## config.mk

```make
export PLATFORM = sky130hd
export DESIGN_NAME = odac_regs
export DESIGN_NICKNAME = d
export VERILOG_FILES = /design/src/hdl/odac_pkg.sv /design/src/hdl/odac_regs.sv
export SDC_FILE = /design/constraint.sdc
export NUM_CORES = 1
export LEC_CHECK = 0
export ABC_AREA = 1
export BUFFER_PORTS_ARGS = -buffer_cell sky130_fd_sc_hd__buf_2
export CORE_MARGIN = 5
export CORE_UTILIZATION = 48
export DETAILED_ROUTE_END_ITERATION = 10
export PLACE_DENSITY = 0.67
export SLEW_MARGIN = 25
export SYNTH_ARGS = -nofsm -noshare
export SYNTH_HDL_FRONTEND = slang
export SYNTH_SLANG_ARGS = --single-unit
```

## constraint.sdc

```tcl
create_clock -name clk_i -period 2.1 [get_ports clk_i]
set_clock_uncertainty 0.1 [all_clocks]
set_input_delay 0.105 -clock clk_i [delete_from_list [all_inputs] [get_ports clk_i]]
set_output_delay 0.105 -clock clk_i [all_outputs]
set_load 0.005 [all_outputs]
```

## src/hdl/odac_pkg.sv

```systemverilog
// package of constants for the octal dac serial register bank
package odac_pkg;
  localparam int          WORD_BITS     = 16;
  localparam int          DATA_BITS     = 12;
  localparam int          ADDR_BITS     = 4;
  localparam int          CODE_BITS     = 8;
  localparam int          NUM_DACS      = 8;
  localparam int          NUM_PAIRS     = 4;
  localparam int          CODE_MSB_POS  = 11;
  localparam int          CODE_LSB_POS  = 4;
  localparam int          CNT_BITS      = 5;
  // register addresses
  localparam logic [3:0]  ADDR_DAC_LAST = 4'h7;
  localparam logic [3:0]  ADDR_DEV_CTRL = 4'h8;
  localparam logic [3:0]  ADDR_PAIR_CTRL = 4'h9;
  localparam logic [3:0]  ADDR_PRESET   = 4'hA;
  localparam logic [3:0]  ADDR_RESERVED = 4'hB;
  localparam logic [3:0]  ADDR_PAIR_AB  = 4'hC;
  localparam logic [3:0]  ADDR_PAIR_GH  = 4'hF;
  // field positions in device control
  localparam int          DEV_PD_POS    = 4;
  localparam int          DEV_DOUT_POS  = 3;
  localparam int          DEV_FMT_POS   = 0;
  // field positions in pair control
  localparam int          PAIR_PD_LSB   = 4;
  localparam int          PAIR_SPD_LSB  = 0;
  // reset values, format msb flip mask and last bit count
  localparam logic [7:0]  CODE_RST      = 8'h00;
  localparam logic [3:0]  PAIR_RST      = 4'h0;
  localparam logic [7:0]  CODE_MSB_FLIP = 8'h80;
  localparam logic [4:0]  CNT_LAST      = 5'h10;
endpackage

```

## src/hdl/odac_regs.sv

```systemverilog
// serial register bank of an octal 8-bit dac
`timescale 1ns/1ps
// Notes on behaviour
// - address 8 holds full power down D4, dout enable D3, format D0; reset 0.
// - full power down bit one powers whole device down, zero normal.
// - format bit zero straight binary, one two's complement.
// - address 9 holds pair power downs D7-D4 and speeds D3-D0, GH high.
// - pair power down disables both output amplifiers of that pair.
// - pair speed one fast, zero slow low-power for both dacs.
// - address 10 stores preset; preset pin low applies it to all dacs.
// - preset resets to zero so unwritten preset gives zero scale in straight binary, midscale in two's complement.
// - addresses 12-15 load code to first dac, complement to second.
// - 12 is A/B, 13 C/D, 14 E/F, 15 G/H.
// - frame is 16 bits, address in top four, msb first, 12 data.
// - code is D11-D4, reaches converter while load pin low and preset pin high.
// - serial output repeats input delayed sixteen serial clocks when enabled.
// - power-on reset clears dac code registers to zero.
module odac_regs
  import odac_pkg::*;
(
  // clock and reset
  input  wire logic                    clk_i,
  input  wire logic                    rst_i,
  // serial port pins
  input  wire logic                    sclk_i,
  input  wire logic                    sdin_i,
  input  wire logic                    frame_sync_i,
  input  wire logic                    preset_pin_n_i,
  input  wire logic                    load_pin_n_i,
  output logic                         sdout_o,
  // converter side
  output logic [odac_pkg::NUM_DACS*odac_pkg::CODE_BITS-1:0] dac_code_o,
  output logic                         full_power_down_o,
  output logic                         code_format_select_o,
  output logic [odac_pkg::NUM_PAIRS-1:0] pair_power_down_o,
  output logic [odac_pkg::NUM_PAIRS-1:0] pair_speed_o
);
  import odac_pkg::*;

  // ----------------------------------------------------------------
  // pin synchronisers
  // ----------------------------------------------------------------
  logic [3:0] meta_ff;
  logic [3:0] sync_ff;
  logic       sclk_d_ff;
  logic       sclk_fall;
  logic       sclk_rise;

  // two stages for every pin; only the second stage feeds logic
  always_ff @(posedge clk_i) begin
    if (rst_i) begin
      meta_ff <= 4'hF;
      sync_ff <= 4'hF;
    end else begin
      meta_ff <= {load_pin_n_i, preset_pin_n_i, frame_sync_i, sdin_i};
      sync_ff <= meta_ff;
    end
  end

  wire logic s_din    = sync_ff[0];
  wire logic s_fs     = sync_ff[1];
  wire logic s_pre_n  = sync_ff[2];
  wire logic s_load_n = sync_ff[3];

  logic sclk_meta_ff;
  logic sclk_sync_ff;
  // reset to the parked-high level so no false edge follows reset
  always_ff @(posedge clk_i) begin
    if (rst_i) begin
      sclk_meta_ff <= 1'b1;
      sclk_sync_ff <= 1'b1;
      sclk_d_ff    <= 1'b1;
    end else begin
      sclk_meta_ff <= sclk_i;
      sclk_sync_ff <= sclk_meta_ff;
      sclk_d_ff    <= sclk_sync_ff;
    end
  end
  assign sclk_fall = sclk_d_ff & ~sclk_sync_ff;
  assign sclk_rise = ~sclk_d_ff & sclk_sync_ff;

  // ----------------------------------------------------------------
  // frame capture
  // ----------------------------------------------------------------
  logic [WORD_BITS-1:0] shift_ff;
  logic [CNT_BITS-1:0]  cnt_ff;
  logic                 fs_d_ff;
  logic                 wr_stb_ff;

  // data sampled on falling sclk, msb first; frame starts on fs low
  always_ff @(posedge clk_i) begin
    if (rst_i) begin
      shift_ff <= '0;
      cnt_ff   <= '0;
      fs_d_ff  <= 1'b1;
      wr_stb_ff <= 1'b0;
    end else begin
      fs_d_ff   <= s_fs;
      wr_stb_ff <= 1'b0;
      if (fs_d_ff && !s_fs) begin
        cnt_ff <= '0;
      end else if (sclk_fall && cnt_ff != CNT_LAST) begin
        shift_ff <= {shift_ff[WORD_BITS-2:0], s_din};
        cnt_ff   <= cnt_ff + 5'h01;
        if (cnt_ff == CNT_LAST - 5'h01) begin
          wr_stb_ff <= 1'b1; // a short frame is never written
        end
      end
    end
  end

  wire logic [ADDR_BITS-1:0] w_addr = shift_ff[WORD_BITS-1:DATA_BITS];
  wire logic [DATA_BITS-1:0] w_data = shift_ff[DATA_BITS-1:0];
  wire logic [CODE_BITS-1:0] w_code = w_data[CODE_MSB_POS:CODE_LSB_POS];

  // ----------------------------------------------------------------
  // register writes
  // ----------------------------------------------------------------
  logic [CODE_BITS-1:0] code_ff [NUM_DACS];
  logic [CODE_BITS-1:0] preset_ff;
  logic                 pd_ff;
  logic                 dout_en_ff;
  logic                 fmt_ff;
  logic [NUM_PAIRS-1:0] pair_pd_ff;
  logic [NUM_PAIRS-1:0] pair_spd_ff;

  // control and preset registers; reserved bits and address 11 dropped
  always_ff @(posedge clk_i) begin
    if (rst_i) begin
      pd_ff       <= 1'b0;
      dout_en_ff  <= 1'b0;
      fmt_ff      <= 1'b0;
      pair_pd_ff  <= PAIR_RST;
      pair_spd_ff <= PAIR_RST;
      preset_ff   <= CODE_RST;
    end else if (wr_stb_ff) begin
      unique case (w_addr)
        ADDR_DEV_CTRL: begin
          pd_ff      <= w_data[DEV_PD_POS];
          dout_en_ff <= w_data[DEV_DOUT_POS];
          fmt_ff     <= w_data[DEV_FMT_POS];
        end
        ADDR_PAIR_CTRL: begin
          pair_pd_ff  <= w_data[PAIR_PD_LSB +: NUM_PAIRS];
          pair_spd_ff <= w_data[PAIR_SPD_LSB +: NUM_PAIRS];
        end
        ADDR_PRESET: preset_ff <= w_code;
        default: ;
      endcase
    end
  end

  // per-dac code registers: direct addresses and complement pairs
  genvar g;
  generate
    for (g = 0; g < NUM_DACS; g++) begin : g_dac
      localparam logic [3:0] MY_ADDR   = 4'(g);
      localparam logic [3:0] PAIR_ADDR = 4'(ADDR_PAIR_AB + (g / 2));
      always_ff @(posedge clk_i) begin
        if (rst_i) begin
          code_ff[g] <= CODE_RST;
        end else if (wr_stb_ff) begin
          if (w_addr == MY_ADDR) begin
            code_ff[g] <= w_code;
          end else if (w_addr == PAIR_ADDR) begin
            // even dac gets code, odd partner its complement
            code_ff[g] <= (g % 2 == 0) ? w_code : ~w_code;
          end
        end
      end
    end
  endgenerate

  // ----------------------------------------------------------------
  // daisy-chain output
  // ----------------------------------------------------------------
  logic [WORD_BITS-1:0] chain_ff;
  logic                 sdout_ff;

  // 16 stage delay stepped by the sampling edge; dout shifts on rising sclk
  always_ff @(posedge clk_i) begin
    if (rst_i) begin
      chain_ff <= '0;
      sdout_ff <= 1'b0;
    end else begin
      if (sclk_fall) begin
        chain_ff <= {chain_ff[WORD_BITS-2:0], s_din};
      end
      if (sclk_rise) begin
        sdout_ff <= dout_en_ff & chain_ff[WORD_BITS-1];
      end
    end
  end

  // ----------------------------------------------------------------
  // converter inputs
  // ----------------------------------------------------------------
  logic [NUM_DACS*CODE_BITS-1:0] conv_ff;
  logic                          fpd_ff;
  logic                          fmt_o_ff;
  logic [NUM_PAIRS-1:0]          ppd_o_ff;
  logic [NUM_PAIRS-1:0]          spd_o_ff;

  // code to the converter: preset has priority, then load-pin gated code
  always_ff @(posedge clk_i) begin
    if (rst_i) begin
      conv_ff <= '0;
    end else begin
      for (int i = 0; i < NUM_DACS; i++) begin
        if (!s_pre_n) begin
          conv_ff[i*CODE_BITS +: CODE_BITS] <= preset_ff ^ (fmt_ff ? CODE_MSB_FLIP : CODE_RST);
        end else if (!s_load_n) begin
          conv_ff[i*CODE_BITS +: CODE_BITS] <= code_ff[i] ^ (fmt_ff ? CODE_MSB_FLIP : CODE_RST);
        end
      end
    end
  end

  // power and speed controls registered to the analogue side
  always_ff @(posedge clk_i) begin
    if (rst_i) begin
      fpd_ff   <= 1'b0;
      fmt_o_ff <= 1'b0;
      ppd_o_ff <= PAIR_RST;
      spd_o_ff <= PAIR_RST;
    end else begin
      fpd_ff   <= pd_ff;
      fmt_o_ff <= fmt_ff;
      ppd_o_ff <= pair_pd_ff | {NUM_PAIRS{pd_ff}};
      spd_o_ff <= pair_spd_ff;
    end
  end

  assign dac_code_o           = conv_ff;
  assign full_power_down_o    = fpd_ff;
  assign code_format_select_o = fmt_o_ff;
  assign pair_power_down_o    = ppd_o_ff;
  assign pair_speed_o         = spd_o_ff;
  assign sdout_o              = sdout_ff;
endmodule

```

==> results of run 1 <==
area by class of cell:
| type | instances | share of cell area, % |
|---|---|---|
| Clock buffer | 29 | 6.39 |
| Sequential cell | 208 | 48.1 |
| Tap cell | 225 | 2.82 |
| Inverter | 126 | 4.74 |
| Multi-Input combinational cell | 680 | 29.6 |
| Timing Repair Buffer | 115 | 7.12 |
| Clock inverter | 13 | 1.25 |
cell usage in the layout (no fill, tap or decap), drive strengths merged:
| cell type | synthesis | routed |
|---|---|---|
| a21oi | 40 | 40 |
| buf | 29 | 110 |
| bufinv | 0 | 2 |
| clkbuf | 21 | 29 |
| clkinv | 0 | 8 |
| clkinvlp | 0 | 2 |
| dfxtp | 144 | 144 |
| dlygate4sd3 | 0 | 5 |
| edfxtp | 64 | 64 |
| ha | 3 | 3 |
| inv | 126 | 127 |
| nand2 | 312 | 312 |
| nand3 | 87 | 87 |
| nand4 | 21 | 21 |
| nor2 | 144 | 144 |
| nor3 | 2 | 2 |
| o21ai | 60 | 60 |
| o22ai | 1 | 1 |
| or2 | 10 | 10 |
how the worst max path moves through the flow:
stage	depth (start not counted)	slack, ns	end
floorplan	6	0.38	code_ff[1][0]$_SDFFCE_PN0P_
global placement	4	0.32	code_ff[1][6]$_SDFFCE_PN0P_
detailed placement	4	0.26	code_ff[1][1]$_SDFFCE_PN0P_
CTS	4	0.27	code_ff[1][1]$_SDFFCE_PN0P_
global route	4	0.09	code_ff[1][1]$_SDFFCE_PN0P_
finish	4	0.27	code_ff[1][1]$_SDFFCE_PN0P_
power groups by stage:
stage,Combinational [mW],Sequential [mW],Clock (mW)
final,0.490,4.36,3.99
after global routing,0.569,4.37,4.24
after CTS,0.497,4.36,4.05
after detailed placement,0.487,4.44,0
after global placement,0.477,4.44,0
after floorplan,0.333,4.43,0
through the flow:
| stage | std cells | area, um2 | utilization, % |
|---|---|---|---|
| finish | 1396 | 9980 | 57.7 |
| global route | 1396 | 9980 | 57.7 |
| CTS | 1396 | 9980 | 57.7 |
| detailed placement | 1349 | 9170 | 53.0 |
| global placement | 1349 | 9170 | 53.0 |
| floorplan | 1064 | 8430 | - |
registers in the layout, summed over array words and instances, names as in the netlist, 4 cells and up:
register and count:
code_ff 64, chain_ff 16, pair_speed_o 4, shift_ff 16, cnt_ff 5, meta_ff 4, pair_power_down_o 4, sync_ff 4
dac_code_o 64, pair_pd_ff 4, preset_ff 8, pair_spd_ff 4
critical path: cells and delay by family, from the launching register on:
family / cells / cell delay, ns
buf+inv: 1 / 0.09
flops: 1 / 0.36
simple gates: 3 / 0.96
cells in the mapped netlist (all sizes together):
library cell	number
a21oi	40
buf	29
clkbuf	21
dfxtp	144
edfxtp	64
ha	3
inv	126
nand2	312
nand3	87
nand4	21
nor2	144
nor3	2
o21ai	60
o22ai	1
or2	10
routing by layer:
layer	vias up	global-route usage, %	wire (um)
met5	-	0	0
met4	0	6.20	641
met3	41	3.63	1250
met2	194	30.8	8950
met1	3152	26.9	8610
li1	3530	-	-
kinds of logic (layout without fill, tap and decap cells):
group,after synthesis,count (layout),share of synthesized area [%]
buffers and inverters,176,283,8.13
adder cells (fa/ha/maj),3,3,0.445
flip-flops,208,208,57.0
AO/OA/AOI/OAI,101,101,6.01
AND/OR/NAND/NOR,576,576,28.4
==> results.ini, run 1 <==
[floorplanning]
die_x_um=143
die_h_um=143
start_util_pct=48.8
die_area_mm2=0.0203
io_pins=82
core_mm2=0.0173
row_count=48

[route]
first_pass_iters=5
wl_per_cell_um=13.9
drcViolationCount=0
ant_nets=0
route.vias.total=6917
routed_wl_mm=19.4
vias_per_cell=4.95
drt_iter0_drc=570

[power]
clockPowerShare_pct=45.1
ir_drop_mv=0.682
power.share.sequential_pct=49.3
combinationalPowerShare_pct=5.5
power_density_mw_per_mm2=885
p_total_mw=8.84
p_sw_mw=1.99
leakagePower_nw=4.79
p_int_mw=6.85
switching_share_pct=22.5

[sta]
worstMarginPinSlew_ns=0.580
relSlewSlack_pct=61.3
slew_viol_final=0
rsz0062_at_grt=false
holdWs_ns=-0.00659
fin_crit_sh_pct=87.3
hold_violations=2
fin_crit_ns=1.83
setup_violations=0
setup_ws_ns=0.267
fmax_mhz=545
setup_tns_ns=0

[global_route]
antenna_found_initial=0
grt_pass1_vias=6383
grt_overflow=0
grt_first_pass_wirelength_mm=32.2
grt_use_total_pct=19.4
grt_max_degree=92

[cts]
post-cts-setup-buffer-count=0
cts_buffers=23
cts-root-buf=clkbuf_16
clkLatencyLatePin_ns=0.51
clock_sinks=208
ctsHoldBuffers=5
cts_max_level=1
ctsResizeCount=0
cts.reportedPaths.clkPinSlew_ns=0.06
cts_buffer_depth=3
cts_tree=yes

[synthesis]
synth_area_mm2=0.00843
syn_avg_cell_area_um2=7.93
synth_top_cell_by_area=dfxtp_1
synthCells=1064
ys_ff_latch=208
syn_nets=1074
yosysWarningCount=0
yosysTopAreaCellShare_pct=34.2
yosysSeqAreaShare_pct=57.0
netlist-cell-type-count=23
netlist_top_cells_area=dfxtp_1, edfxtp_1, nand2_1

[critical_path]
required_ns=2.17
path_cells=inv_1 > nor2_1 > nand2_1 > nand3_1
ff2ff_setup_slack_ns=0.27
crit_start=shift_ff[13]$_SDFFE_PP0P_
path_class=reg2reg
slowest_delay_ns=0.37
worstPathArrival_ns=1.91
cp_max_fo=8
critPathSlowestCell=nor2_1
rr_startpoint=shift_ff[13]$_SDFFE_PP0P_
reg2reg_depth=4
worstSetupStartpointType=flip-flop
rr_endpoint=code_ff[1][1]$_SDFFCE_PN0P_
end_kind=flip-flop

[min_path]
hold_class=in2reg
holdPathEnd=fs_d_ff$_SDFF_PP1_
hold_depth=4
hold_start=rst_i

[layout]
drive_gt1_share_pct=14.9
n_fill_cell=1596
fin_nets=1164
area.growth.synth_to_final_pct=18.4
diodes=0
regArea_mm2=0.00480
multi_input_area_mm2=0.00295

[status]
violations=negative hold slack
status=complete, but fails checks

[placed_design]
hpwl_mm=13.0
place_congestion=0.909
post-place-ws_ns=0.262
port-buffer-count=81

[flow_run]
drv_cap=0

No activity file was read; power rests on OpenSTA's default activity.
==> inputs of run 2 (changes only) <==
ABC_AREA = 0   (was 1)
CTS_BUF_LIST = sky130_fd_sc_hd__clkbuf_2 sky130_fd_sc_hd__clkbuf_4 sky130_fd_sc_hd__clkbuf_8   (was unset)
==> results.ini, run 2 <==
[global_route]
grt_max_degree=47  ; -49%
grt_pass1_vias=5709  ; -11%
grt_use_total_pct=18.8  ; -0.59 points
grt_overflow=0  ; unchanged
grt_first_pass_wirelength_mm=29.8  ; -7.3%
antenna_found_initial=0  ; unchanged

[critical_path]
cp_max_fo=14  ; +6
required_ns=2.18  ; about the same
end_kind=flip-flop
reg2reg_depth=3  ; -1
rr_endpoint=code_ff[0][22]$_DFFE_PP_
worstSetupStartpointType=flip-flop
ff2ff_setup_slack_ns=0.27  ; about the same
rr_startpoint=shift_ff[15]$_SDFFE_PP0P_
path_class=reg2reg
worstPathArrival_ns=1.91  ; about the same

[synthesis]
synth_edf_count=64  ; unchanged
synth_area_mm2=0.00813  ; -3.6%
async_reset_ff_share_pct=0  ; unchanged
syn_nets=738  ; -31%
synthCells=728  ; -32%
yosys-top-cells-count=dfxtp_1, mux2i_1, a21oi_1
yosysMostFrequentCell=dfxtp_1
ys_ff_latch=208  ; unchanged
yosysSeqAreaShare_pct=59.1  ; +2.1 points
syn_avg_cell_area_um2=11.2  ; +41%
synth_top_cell_by_area=dfxtp_1
yosysWarningCount=0  ; unchanged
yosysTopAreaCellShare_pct=35.4  ; +1.3 points
netlist-cell-type-count=50  ; +120%
synth_flop_cell=dfxtp_1
netlist_top_cells_area=dfxtp_1, edfxtp_1, mux2i_1

[floorplanning]
die_x_um=140  ; -1.7%
die_h_um=140  ; -1.7%
core_mm2=0.0166  ; -4.1%
die_area_mm2=0.0196  ; -3.3%
start_util_pct=49.0  ; +0.29 points
row_count=47  ; -2.1%
io_pins=82  ; unchanged

[layout]
n_fill_cell=1423  ; -11%
stdcell_count=1075  ; -23%
drive_gt1_share_pct=24.2  ; +9.3 points
final_area_mm2=0.00957  ; -4.1%
area.growth.synth_to_final_pct=17.7
utilization_pct=57.7  ; about the same
diodes=0  ; unchanged
fin_nets=840  ; -28%
final_cell_mix=dfxtp_1, mux2i_1, a21oi_1
layout_commonest_cell=dfxtp_1

[sta]
setup_ws_ns=0.273  ; +0.00593 ns
hold_violations=0  ; -2
rsz0062_at_grt=false
relSlewSlack_pct=28.5  ; -33 points
fin_crit_ns=1.83  ; -0.00593 ns
setup_violations=0  ; unchanged
worstMarginPinSlew_ns=1.07  ; +0.486 ns
setup_tns_ns=0  ; unchanged
fin_crit_sh_pct=87.0  ; -0.28 points
holdWs_ns=0.217  ; +0.223 ns
fmax_mhz=547  ; +0.32%
slew_viol_final=0  ; unchanged

[route]
vias_per_cell=5.28  ; +6.5%
drt_iter0_drc=294  ; -48%
first_pass_iters=5  ; unchanged
wl_per_cell_um=17.2  ; +23%
drcViolationCount=0  ; unchanged
routed_wl_mm=18.5  ; -5.0%
ant_nets=0  ; unchanged
route.vias.total=5673  ; -18%

[power]
power_density_mw_per_mm2=864  ; -2.4%
switching_share_pct=22.4  ; -0.080 points
combinationalPowerShare_pct=5.3  ; -0.2 points
power.share.sequential_pct=52.9  ; +3.6 points
p_sw_mw=1.85  ; -6.8%
p_int_mw=6.42  ; -6.3%
leakagePower_nw=4.04  ; -16%
p_total_mw=8.27  ; -6.4%
clockPowerShare_pct=41.9  ; -3.2 points
ir_drop_mv=0.539  ; -21%

[cts]
clock_sinks=208  ; unchanged
clkLatencyLatePin_ns=0.51  ; about the same
cts-root-buf=clkbuf_8
cts.reportedPaths.clkPinSlew_ns=0.06  ; about the same
cts_tree=yes
cts_buffers=34  ; +48%
cts_max_level=2  ; +1
cts_buffer_depth=3  ; unchanged

[min_path]
hold_depth=3  ; -1
hold_class=in2reg
holdPathEnd=sclk_meta_ff$_SDFF_PP1_
hold_start=sclk_i

[placed_design]
post-place-ws_ns=0.281  ; +0.0194 ns
hpwl_mm=12.7  ; -2.1%
placed_area_mm2=0.00883  ; -3.7%
place_congestion=0.888  ; -2.2%
dpl.cell_count=1008  ; -25%
port-buffer-count=81  ; unchanged

[status]
status=complete, no violations

[flow_run]
drv_cap=0  ; unchanged

-- run 2: repair_timing --
action,in CTS,in global routing
resized for setup,0,0
buffers inserted,0,0
endpoints found under the setup margin,0,0
hold endpoints to repair,9,0
hold buffers,6,0
-- run 2: cells by family (layout without fill, tap and decap cells) --
kind of cell / Yosys count / count (layout) / share of synthesized area, %
mux: 101 / 101 / 12.4
compound gates: 163 / 163 / 11.7
simple gates: 180 / 180 / 12.2
fa+ha+maj: 3 / 3 / 0.462
flops: 208 / 208 / 59.1
buf+inv: 71 / 198 / 3.92
xor+xnor: 2 / 2 / 0.215
-- run 2: area by class of cell --
cell class / count / area [um2] / area share [%]
sequential: 208 / 4810 / 50.3
clock buffer: 50 / 632 / 6.60
multi-input combinational: 449 / 3010 / 31.5
inverter: 17 / 63.8 / 0.667
tap: 220 / 275 / 2.88
timing repair buffer: 120 / 726 / 7.58
clock inverter: 11 / 51.3 / 0.536
-- run 2: worst max path at each step --
stage                               from  cells after the start  slack [ns]                           to
6_report       shift_ff[15]$_SDFFE_PP0P_                      3        0.27     code_ff[0][22]$_DFFE_PP_
5_1_grt            sync_ff[2]$_SDFF_PP1_                      4        0.16  dac_code_o[47]$_SDFFE_PP0P_
4_1_cts        shift_ff[15]$_SDFFE_PP0P_                      3        0.27     code_ff[0][22]$_DFFE_PP_
3_5_place_dp   shift_ff[15]$_SDFFE_PP0P_                      3        0.28     code_ff[0][22]$_DFFE_PP_
3_3_place_gp   shift_ff[15]$_SDFFE_PP0P_                      3        0.32     code_ff[0][17]$_DFFE_PP_
2_1_floorplan  shift_ff[13]$_SDFFE_PP0P_                      5        0.08     code_ff[1][10]$_DFFE_PP_
-- run 2: worst max-delay path: stages (launching register included) --
cell and delay [ns]:
dfxtp_1 0.44, or4b_4 0.56, nand2_1 0.08, a21o_1 0.31
-- run 2: power by group through the flow --
stage,Sequential (mW),Clock [mW],Combinational (mW)
3_3_place_gp,4.45,0,0.420
6_report,4.37,3.46,0.435
2_1_floorplan,4.44,0,0.251
3_5_place_dp,4.46,0,0.434
4_1_cts,4.37,3.56,0.443
5_1_grt,4.39,3.75,0.481
-- run 2: layer usage --
layer,global-route usage [%],vias up,part of all wire [%]
met3,4.06,37,5.2
met1,23.6,2706,43
met4,7.45,0,2.4
met5,0,-,0
met2,31.7,140,49
li1,-,2790,-
